**src/psld_pkg.sv**
```systemverilog
package psld_pkg;

    // ------------------------------------------------------------------
    // Timing
    // ------------------------------------------------------------------
    localparam int unsigned CLK_HZ             = 250_000_000;
    localparam int unsigned SLOW_BLINK_PHASE_MS = 600;
    localparam int unsigned LEGACY_BLINK_PHASE_MS = 300;
    localparam int unsigned SLOW_BLINK_CYCLES  =
        (CLK_HZ / 1000) * SLOW_BLINK_PHASE_MS;
    localparam int unsigned LEGACY_BLINK_CYCLES =
        (CLK_HZ / 1000) * LEGACY_BLINK_PHASE_MS;
    localparam int unsigned CNT_W              = 28;

    // ------------------------------------------------------------------
    // Register map
    // ------------------------------------------------------------------
    localparam int unsigned ADDR_W      = 8;
    localparam logic [7:0]  CTRL_OFF    = 8'h00;
    localparam logic [7:0]  STATUS_OFF  = 8'h04;
    localparam logic [7:0]  INPUTS_OFF  = 8'h08;
    localparam int unsigned CTRL_SCHEME_BIT   = 0;
    localparam int unsigned STATUS_PHASE_BIT  = 7;
    localparam logic        SCHEME_RESET      = 1'b1;
    localparam logic [1:0]  RESP_OKAY   = 2'h0;
    localparam logic [1:0]  RESP_SLVERR = 2'h2;

    // ------------------------------------------------------------------
    // Carriers
    // ------------------------------------------------------------------
    typedef struct packed {
        logic booting;
        logic runState;
        logic operateState;
        logic stopState;
        logic configValid;
        logic configLoading;
        logic firmwareLoading;
        logic firmwareFlashWrite;
        logic initToStop;
        logic watchdogTimeSettingChange;
        logic safetyParameterSettingChange;
        logic firmwareCorrupt;
        logic firmwareLoadFail;
        logic ioFault;
        logic forcePrepared;
        logic forceActive;
        logic emergencyLoaderActive;
        logic imagesDefective;
        logic initHwFault;
        logic processDataFail;
    } psld_ctrl_s;

    typedef struct packed {
        logic runIndicator;
        logic stopIndicator;
        logic loadIndicator;
        logic faultIndicator;
        logic forceIndicator;
        logic emergencyLoaderIndicator;
        logic bootLoaderIndicator;
    } psld_led_s;

    typedef struct packed {
        logic [ADDR_W-1:0] awaddr;
        logic              awvalid;
        logic [31:0]       wdata;
        logic [3:0]        wstrb;
        logic              wvalid;
        logic              bready;
        logic [ADDR_W-1:0] araddr;
        logic              arvalid;
        logic              rready;
    } psld_axi_req_s;

    typedef struct packed {
        logic        awready;
        logic        wready;
        logic        bvalid;
        logic [1:0]  bresp;
        logic        arready;
        logic        rvalid;
        logic [31:0] rdata;
        logic [1:0]  rresp;
    } psld_axi_rsp_s;

endpackage : psld_pkg

```
**src/psld_program_status_led_driver.sv**
```systemverilog
`timescale 1ns/100ps

module psld_program_status_led_driver #(
    parameter int unsigned SLOW_BLINK_CYCLES   = psld_pkg::SLOW_BLINK_CYCLES,
    parameter int unsigned LEGACY_BLINK_CYCLES = psld_pkg::LEGACY_BLINK_CYCLES
) (
    input  wire logic                    clk,
    input  wire logic                    rst,
    input  wire logic                    ce,
    input  wire psld_pkg::psld_ctrl_s    ctrl,
    input  wire psld_pkg::psld_axi_req_s axiReq,
    output      psld_pkg::psld_axi_rsp_s axiRsp,
    output      psld_pkg::psld_led_s     leds
);

    // ------------------------------------------------------------------
    // State
    // ------------------------------------------------------------------
    typedef struct packed {
        psld_pkg::psld_led_s        leds;
        logic [psld_pkg::CNT_W-1:0] slowCnt;
        logic                       slowPhase;
        logic [psld_pkg::CNT_W-1:0] legacyCnt;
        logic                       legacyPhase;
        logic                       schemeNew;
        logic                       awHeld;
        logic [psld_pkg::ADDR_W-1:0] awAddr;
        logic                       wHeld;
        logic [31:0]                wData;
        logic [3:0]                 wStrb;
        logic                       awReady;
        logic                       wReady;
        logic                       bValid;
        logic [1:0]                 bResp;
        logic                       arReady;
        logic                       rValid;
        logic [31:0]                rData;
        logic [1:0]                 rResp;
    } psld_state_s;

    psld_state_s st_q;
    psld_state_s st_d;

    // ------------------------------------------------------------------
    // Register read mux
    // ------------------------------------------------------------------
    function automatic logic [31:0] readWord(
        input logic [psld_pkg::ADDR_W-1:0] addr,
        input psld_state_s                 s,
        input psld_pkg::psld_ctrl_s        c
    );
        logic [31:0] w;
        w = 32'h0000_0000;
        case ({addr[psld_pkg::ADDR_W-1:2], 2'h0})
            psld_pkg::CTRL_OFF: begin
                w[psld_pkg::CTRL_SCHEME_BIT] = s.schemeNew;
            end
            psld_pkg::STATUS_OFF: begin
                w[6:0] = s.leds;
                w[psld_pkg::STATUS_PHASE_BIT] = s.schemeNew ? s.slowPhase
                                                            : s.legacyPhase;
            end
            psld_pkg::INPUTS_OFF: begin
                w[$bits(c)-1:0] = c;
            end
            default: begin
                w = 32'h0000_0000;
            end
        endcase
        return w;
    endfunction : readWord

    function automatic logic addrMapped(
        input logic [psld_pkg::ADDR_W-1:0] addr
    );
        logic [7:0] a;
        a = {addr[psld_pkg::ADDR_W-1:2], 2'h0};
        return (a == psld_pkg::CTRL_OFF) || (a == psld_pkg::STATUS_OFF) ||
               (a == psld_pkg::INPUTS_OFF);
    endfunction : addrMapped

    // ------------------------------------------------------------------
    // Next state
    // ------------------------------------------------------------------
    always_comb begin
        logic                blink;
        logic                legBlink;
        logic                doWrite;
        psld_pkg::psld_led_s l;
        blink    = 1'b0;
        legBlink = 1'b0;
        doWrite  = 1'b0;
        l        = '0;
        st_d     = st_q;

        if (ce) begin
            // Phase generators run freely so that every indicator sharing
            // a pattern blinks in step with the others.
            if (st_q.slowCnt == psld_pkg::CNT_W'(SLOW_BLINK_CYCLES - 1)) begin
                st_d.slowCnt   = '0;
                st_d.slowPhase = ~st_q.slowPhase;
            end else begin
                st_d.slowCnt = st_q.slowCnt + psld_pkg::CNT_W'(1);
            end
            if (st_q.legacyCnt ==
                psld_pkg::CNT_W'(LEGACY_BLINK_CYCLES - 1)) begin
                st_d.legacyCnt   = '0;
                st_d.legacyPhase = ~st_q.legacyPhase;
            end else begin
                st_d.legacyCnt = st_q.legacyCnt + psld_pkg::CNT_W'(1);
            end

            // Write channel: address and data are taken independently.
            if (axiReq.awvalid && st_q.awReady) begin
                st_d.awHeld = 1'b1;
                st_d.awAddr = axiReq.awaddr;
            end
            if (axiReq.wvalid && st_q.wReady) begin
                st_d.wHeld = 1'b1;
                st_d.wData = axiReq.wdata;
                st_d.wStrb = axiReq.wstrb;
            end
            if (st_q.bValid && axiReq.bready) begin
                st_d.bValid = 1'b0;
            end
            doWrite = st_q.awHeld && st_q.wHeld && !st_q.bValid;
            if (doWrite) begin
                st_d.awHeld = 1'b0;
                st_d.wHeld  = 1'b0;
                st_d.bValid = 1'b1;
                st_d.bResp  = addrMapped(st_q.awAddr) ? psld_pkg::RESP_OKAY
                                                      : psld_pkg::RESP_SLVERR;
                if ({st_q.awAddr[psld_pkg::ADDR_W-1:2], 2'h0} ==
                    psld_pkg::CTRL_OFF && st_q.wStrb[0]) begin
                    st_d.schemeNew =
                        st_q.wData[psld_pkg::CTRL_SCHEME_BIT];
                end
            end
            st_d.awReady = !st_d.awHeld && !st_d.bValid;
            st_d.wReady  = !st_d.wHeld && !st_d.bValid;

            // Read channel: one read at a time, answered the next cycle.
            if (st_q.rValid && axiReq.rready) begin
                st_d.rValid = 1'b0;
            end
            if (axiReq.arvalid && st_q.arReady) begin
                st_d.rValid = 1'b1;
                st_d.rData  = readWord(axiReq.araddr, st_q, ctrl);
                st_d.rResp  = addrMapped(axiReq.araddr) ? psld_pkg::RESP_OKAY
                                                        : psld_pkg::RESP_SLVERR;
            end
            st_d.arReady = !st_d.rValid;

            // Indicator mapping. Each lamp with both a blink and a steady source is
            // blink ? phase : steady, so there a blink condition always masks a steady one.
            blink    = st_q.slowPhase;
            legBlink = st_q.legacyPhase;
            if (ctrl.booting) begin
                l = '1;
            end else if (st_q.schemeNew) begin
                l.runIndicator = (ctrl.operateState || ctrl.firmwareLoading)
                               ? blink : ctrl.runState;
                l.stopIndicator = ((ctrl.stopState && !ctrl.configValid) ||
                                   ctrl.firmwareLoading)
                                ? blink
                                : (ctrl.stopState && ctrl.configValid);
                l.loadIndicator = ctrl.configLoading || ctrl.firmwareLoading ||
                                  ctrl.watchdogTimeSettingChange ||
                                  ctrl.safetyParameterSettingChange;
                l.faultIndicator = (ctrl.firmwareCorrupt ||
                                    ctrl.firmwareLoadFail ||
                                    !ctrl.configValid)
                                 ? blink : ctrl.ioFault;
                l.forceIndicator = ctrl.forceActive ? blink
                                 : (ctrl.forcePrepared &&
                                    (ctrl.runState || ctrl.stopState));
                l.emergencyLoaderIndicator = ctrl.emergencyLoaderActive &&
                                             blink;
                l.bootLoaderIndicator = (ctrl.imagesDefective ||
                                         ctrl.initHwFault ||
                                         ctrl.processDataFail) && blink;
            end else begin
                l.runIndicator = ctrl.runState;
                l.stopIndicator = ctrl.stopState && !ctrl.runState &&
                                  !ctrl.firmwareLoading;
                l.loadIndicator = (ctrl.initToStop || ctrl.firmwareFlashWrite)
                                ? legBlink : ctrl.configLoading;
                l.faultIndicator = (ctrl.firmwareLoadFail || ctrl.ioFault)
                                 ? legBlink
                                 : (!ctrl.configValid ||
                                    ctrl.firmwareCorrupt);
                l.forceIndicator = (ctrl.runState && ctrl.forceActive) ||
                                   (ctrl.stopState && ctrl.forcePrepared);
                l.emergencyLoaderIndicator = ctrl.emergencyLoaderActive &&
                                             legBlink;
                l.bootLoaderIndicator = (ctrl.imagesDefective ||
                                         ctrl.initHwFault) && legBlink;
            end
            st_d.leds = l;
        end
    end

    // ------------------------------------------------------------------
    // Registers
    // ------------------------------------------------------------------
    always_ff @(posedge clk) begin
        if (rst) begin
            st_q           <= '0;
            st_q.schemeNew <= psld_pkg::SCHEME_RESET;
        end else begin
            st_q <= st_d;
        end
    end

    // ------------------------------------------------------------------
    // Outputs
    // ------------------------------------------------------------------
    assign leds           = st_q.leds;
    assign axiRsp.awready = st_q.awReady;
    assign axiRsp.wready  = st_q.wReady;
    assign axiRsp.bvalid  = st_q.bValid;
    assign axiRsp.bresp   = st_q.bResp;
    assign axiRsp.arready = st_q.arReady;
    assign axiRsp.rvalid  = st_q.rValid;
    assign axiRsp.rdata   = st_q.rData;
    assign axiRsp.rresp   = st_q.rResp;

endmodule : psld_program_status_led_driver

```
**config.mk**
```make
export PLATFORM = sky130hd
export DESIGN_NAME = psld_program_status_led_driver
export DESIGN_NICKNAME = d
export VERILOG_FILES = /design/src/psld_pkg.sv /design/src/psld_program_status_led_driver.sv
export SDC_FILE = /design/constraint.sdc
export NUM_CORES = 1
export LEC_CHECK = 0
export ABC_CLOCK_PERIOD_IN_PS = 2200
export BUFFER_PORTS_ARGS = -buffer_cell sky130_fd_sc_hd__buf_2
export CORE_UTILIZATION = 53
export DETAILED_ROUTE_END_ITERATION = 10
export GPL_ROUTABILITY_DRIVEN = 0
export PLACE_DENSITY = 0.8
export SETUP_SLACK_MARGIN = 0.05
export SKIP_LAST_GASP = 1
export SYNTH_ARGS = -nofsm -noshare
export SYNTH_HDL_FRONTEND = slang
export SYNTH_SLANG_ARGS = --single-unit
```
**constraint.sdc**
```tcl
create_clock -name clk -period 2.2 [get_ports clk]
set_input_delay 0.11 -clock clk [delete_from_list [all_inputs] [get_ports clk]]
set_output_delay 0.11 -clock clk [all_outputs]
set_load 0.02 [all_outputs]
```
* Yosys cells after proc, flatten, opt, wreduce, memory -nomap -nowiden
Cells that the tools add are included.
Storage, ports and cells: output and inout port bits 48, bits in read-only memories 0, logic and storage cells 123, register bits 153, bits in writable memories 0, bits in latches 0, memories kept 0
Operators by class: multiply operators 0, equality and inequality tests 9, bitwise logic cells 2, div/mod/pow operators 0, order comparisons 0, reduce and logical (&&, ||, !) cells 56, mux-type cells 29, shifts and indexed selects 0, add/sub/neg operators 2
Operators with widths (count):
- two-way mux 35 bit | 2
- adder 28 x 1 -> 28 bit, second input constant | 2
- two-way mux 28 bit | 2
- two-way mux 37 bit | 1
- equality test 28 x 27 -> 1 bit, second input constant | 1
- equality test 28 bit, second input constant | 1
- logical AND 1 bit | 21
- logical OR 1 bit | 18
- two-way mux 7 bit | 2
- case mux 7 bit (2 select lines) | 1
- equality test 6 x 1 -> 1 bit, second input constant | 2
- equality test 6 x 2 -> 1 bit, second input constant | 2
- logical NOT 6 bit | 2
- two-way mux 1 bit | 12
- two-way mux 12 bit | 1
- AND reduction 2 bit | 6
- two-way mux 9 bit | 1
- logical NOT 1 bit | 8
- two-way mux 2 bit | 4
- two-way mux 3 bit | 2
- inequality test 2 x 1 -> 1 bit, second input constant | 3
- case mux 1 bit (3 select lines) | 1
- AND reduction 3 bit | 1
- inverter 1 bit | 2

* Depth between registers and ports, before layout
depth after elaboration 8, gate-level depth with buffers 7, mapped depth without buffers 5

* Worst setup path before layout
Ideal clock, no wire load.
kind reg-to-reg, start point reg st_q[89] (netlist bit), end point reg st_q[109] (netlist bit), path buffers 1, path slack 299 ps, period minus slack after synthesis 1901 ps, data arrival time 1831 ps, stages on the path, launching flop included 7, library setup time 70 ps, cell sequence dfxtp_1 -> ha_1 -> nand4_2 -> or3_1 -> buf_2 -> or4_1 -> a21oi_1
On the way: cells in the longest elaborated chain, start to end 2, elaborated cells between the ends (all ways) 3, those cells by class 1 x add/sub; 1 x eq/ne; 1 x mux
RTL lines:
- start, declared | line psld_program_status_led_driver.sv:41 | psld_state_s st_q;
- start signal, assigned | line psld_program_status_led_driver.sv:211 | st_q <= st_d;
- adder 28 x 1 -> 28 bit or equality test 28 x 27 -> 1 bit (tied branches) | line psld_program_status_led_driver.sv:110, psld_program_status_led_driver.sv:105
- two-way mux 28 bit * | line psld_program_status_led_driver.sv:105 | if (st_q.legacyCnt ==
Mark *: on every way between the ends. The rest lies on a longest branch, timed or not. A chain may end at the register's enable or synchronous reset.

* Worst setup path after layout
start point reg st_q[89] (netlist bit), end point reg st_q[113] (netlist bit)
The elaborated chain is that of the path after synthesis.

==> flow_summary.json <==
{
  "status": "finished, final reports clean",
  "fin_worst_skew_ns": 0.0137,
  "startpoint": "st_q[89]",
  "numPortBuffers": 75,
  "busiest_layer": "met2",
  "fmax_mhz": 506,
  "worstMarginPinSlew_ns": 0.720,
  "clkLatencyLatePin_ns": 0.37,
  "die_y_um": 99.7,
  "synth-async-reset-ratio": 0,
  "postCtsSetupRepairBufs": 0,
  "synthFlopType": "dfxtp_1",
  "seqPwrFrac": 0.577,
  "arrival_ns": 2.29,
  "fin_setup_tns_ns": 0,
  "routed_wl_um": 11100,
  "reg2regPathDepth": 5,
  "synth_edf_count": 0,
  "synth_commonest_cells": "dfxtp_1 (103), nor2_1 (61), a21oi_1 (50), buf_4 (50), nand2_1 (37)",
  "hold_class": "in -> reg",
  "powerDensity_mw_per_mm2": 603,
  "grtUsageMet2": 0.395,
  "synth.most_common_cell": "dfxtp_1",
  "timing.rr.start": "st_q[89]",
  "p_sw_frac": 0.269,
  "setup_violations": 0,
  "slew_headroom": 0.520,
  "met1_usage": 0.287,
  "synth_area_leader_cell": "dfxtp_1",
  "r2r-end": "st_q[113]",
  "yosys_register_bits": 103,
  "drt_iter0_drc": 338,
  "cts.path.max_buffers": 2,
  "synth.area.top_cells": "dfxtp_1 (41%), buf_4 (7.4%), a21oi_1 (4.9%), nor2_1 (4.5%), o21ai_0 (3.3%)",
  "hold_viol_final": 0,
  "routedWlPerCell_um": 14.2,
  "coreArea_sq_mm": 0.00924,
  "max_stage_delay_ns": 0.51,
  "grt_max_degree": 43,
  "regArea_sq_mm": 0.00206,
  "p_clk_frac": 0.339,
  "clkSinkCount": 103,
  "ir_worst_vdd_mv": 0.271,
  "cap_violations": 0,
  "crit_end": "st_q[113]",
  "multi_input_area_sq_mm": 0.00253,
  "rsz0062_at_grt": "no",
  "die_w_um": 99.7,
  "via_per_inst": 5.75,
  "r2r_setup_slack_ns": 0.22,
  "vias": 4495,
  "dp_hpwl_um": 7810,
  "nets": 729,
  "leakage_nw": 2.13,
  "p_int_mw": 2.45,
  "grtUsageTotal": 0.231,
  "fin_crit_ns": 1.98,
  "numCtsBuffers": 9,
  "clk_pin_slew_ns": 0.11,
  "detail-route-antenna-nets": 0,
  "avgSynthCellArea_sq_um": 8.42,
  "required_ns": 2.51,
  "num_rows": 35,
  "worstSetupStartpointType": "flip-flop",
  "p_sw_mw": 0.902,
  "cp-end-kind": "flip-flop",
  "area_growth_syn_to_layout_pct": 9.92,
  "grt_pass1_vias": 4191,
  "ys_types": 48,
  "yosys.area.top_type_share": 0.408,
  "drc": 0,
  "tritoncts": "done",
  "initial_utilization": 0.547,
  "dpl-instance-area_sq_mm": 0.00526,
  "drv_slew": 0,
  "cts_root_buf": "clkbuf_8",
  "grt_antenna_before_repair": 1,
  "firstDrtPassIters": 5,
  "crit_chain": "ha_1, nand4_2, or3_4, or4_1, a21oi_1",
  "design_area_sq_mm": 0.00556,
  "combPwrFrac": 0.085,
  "cpMaxStageDelayCell": "or4_1",
  "synth_area_sq_mm": 0.00506,
  "period_share": 0.898,
  "io_pins": 128,
  "dieArea_sq_mm": 0.00994,
  "critPathKind": "reg -> reg",
  "ys_warn_count": 0,
  "seq_area_frac_synth": 0.408,
  "cts-htree-levels": 3,
  "synthCells": 601,
  "cp_max_fo": 11,
  "grt_overflow_total": 0,
  "drive_gt1_frac": 0.175,
  "grt_pass1_wl_um": 18800,
  "met3_usage": 0.0379,
  "n_fill_cell": 770
}
logic make-up after synthesis:
logic type,count (synthesis),synth area share
muxes,16,0.0324
AOI/OAI and AO/OA,125,0.148
buffers and inverters,87,0.103
xor gates and xnor gates,24,0.0416
and+or+nand+nor,243,0.262
other,1,0.000741
DFF,103,0.408
adders and majority gates,2,0.00495
flip-flops by register name (all words and copies together) (netlist names):
signal,flops
st_q,69
axiRsp,27
leds,7
critical path: cells and delay by family (launching register included):
family	cells	cell delay, ns
adders and majority gates	1	0.23
and+or+nand+nor	3	1.13
AOI/OAI and AO/OA	1	0.15
DFF	1	0.41
worst min path at each step:
stage,startpoint,cells after the start,end
after global routing,ctrl[11],3,axiRsp[13]
after global placement,axiReq[51],3,st_q[80]
after CTS,ctrl[15],3,axiRsp[17]
final,ctrl[15],3,axiRsp[17]
after floorplan,axiReq[12],2,st_q[41]
after detailed placement,axiReq[51],3,st_q[80]
metrics by stage:
stage	cells	setup slack (ns)	hold slack, ns	utilization	total power, mW
after global routing	781	0.0902	0.000897	0.601	3.49
after CTS	781	0.0571	0.00239	0.601	3.37
after floorplan	614	0.299	0.254	-	2.18
after detailed placement	754	0.0801	0.358	0.569	2.24
final	782	0.224	0.0122	0.602	3.35
after global placement	754	0.133	0.338	0.569	2.23
what timing repair did:
item	in CTS	in global routing
hold buffers	11	0
endpoints found under the hold margin	11	0
resized for setup	0	1
endpoints found under the setup margin	0	3
layout by cell type, fill, tap and decap left out, types with 9 or more instances in the layout:
cell / Yosys / final
dfxtp_1: 103 / 103
buf_2: 7 / 75
nor2_1: 61 / 61
a21oi_1: 50 / 50
nand2_1: 37 / 37
o21ai_0: 33 / 33
nand3_1: 32 / 32
nand4_1: 23 / 23
or3_1: 18 / 17
or4_1: 15 / 15
conb_1: 1 / 14
xnor2_1: 13 / 13
mux2i_1: 13 / 13
o31ai_1: 13 / 13
buf_4: 50 / 13
and4_1: 11 / 11
xor2_1: 11 / 11
dlygate4sd3_1: 0 / 11
and3_1: 10 / 10
inv_1: 10 / 10
clkbuf_8: 0 / 9
area by class of cell:
class                           instances  share of cell area
Inverter                               10             0.00675
Clock inverter                          7              0.0113
Clock buffer                            9              0.0223
Tap cell                              129              0.0290
Multi-Input combinational cell        424               0.455
Antenna cell                            1            0.000450
Sequential cell                       103               0.371
Timing Repair Buffer                   99               0.105
metal layers:
layer	wire length [um]	vias up
met3	574	17
met1	5080	2095
li1	-	2226
met5	0	-
met2	5300	157
met4	184	0
power groups by stage:
stage	Combinational (mW)	Sequential (mW)	Clock, mW
2_1_floorplan	0.215	1.97	0
3_5_place_dp	0.265	1.97	0
5_1_grt	0.310	1.94	1.24
3_3_place_gp	0.257	1.97	0
4_1_cts	0.281	1.93	1.15
6_report	0.283	1.93	1.13
No activity file was read; power rests on OpenSTA's default activity.
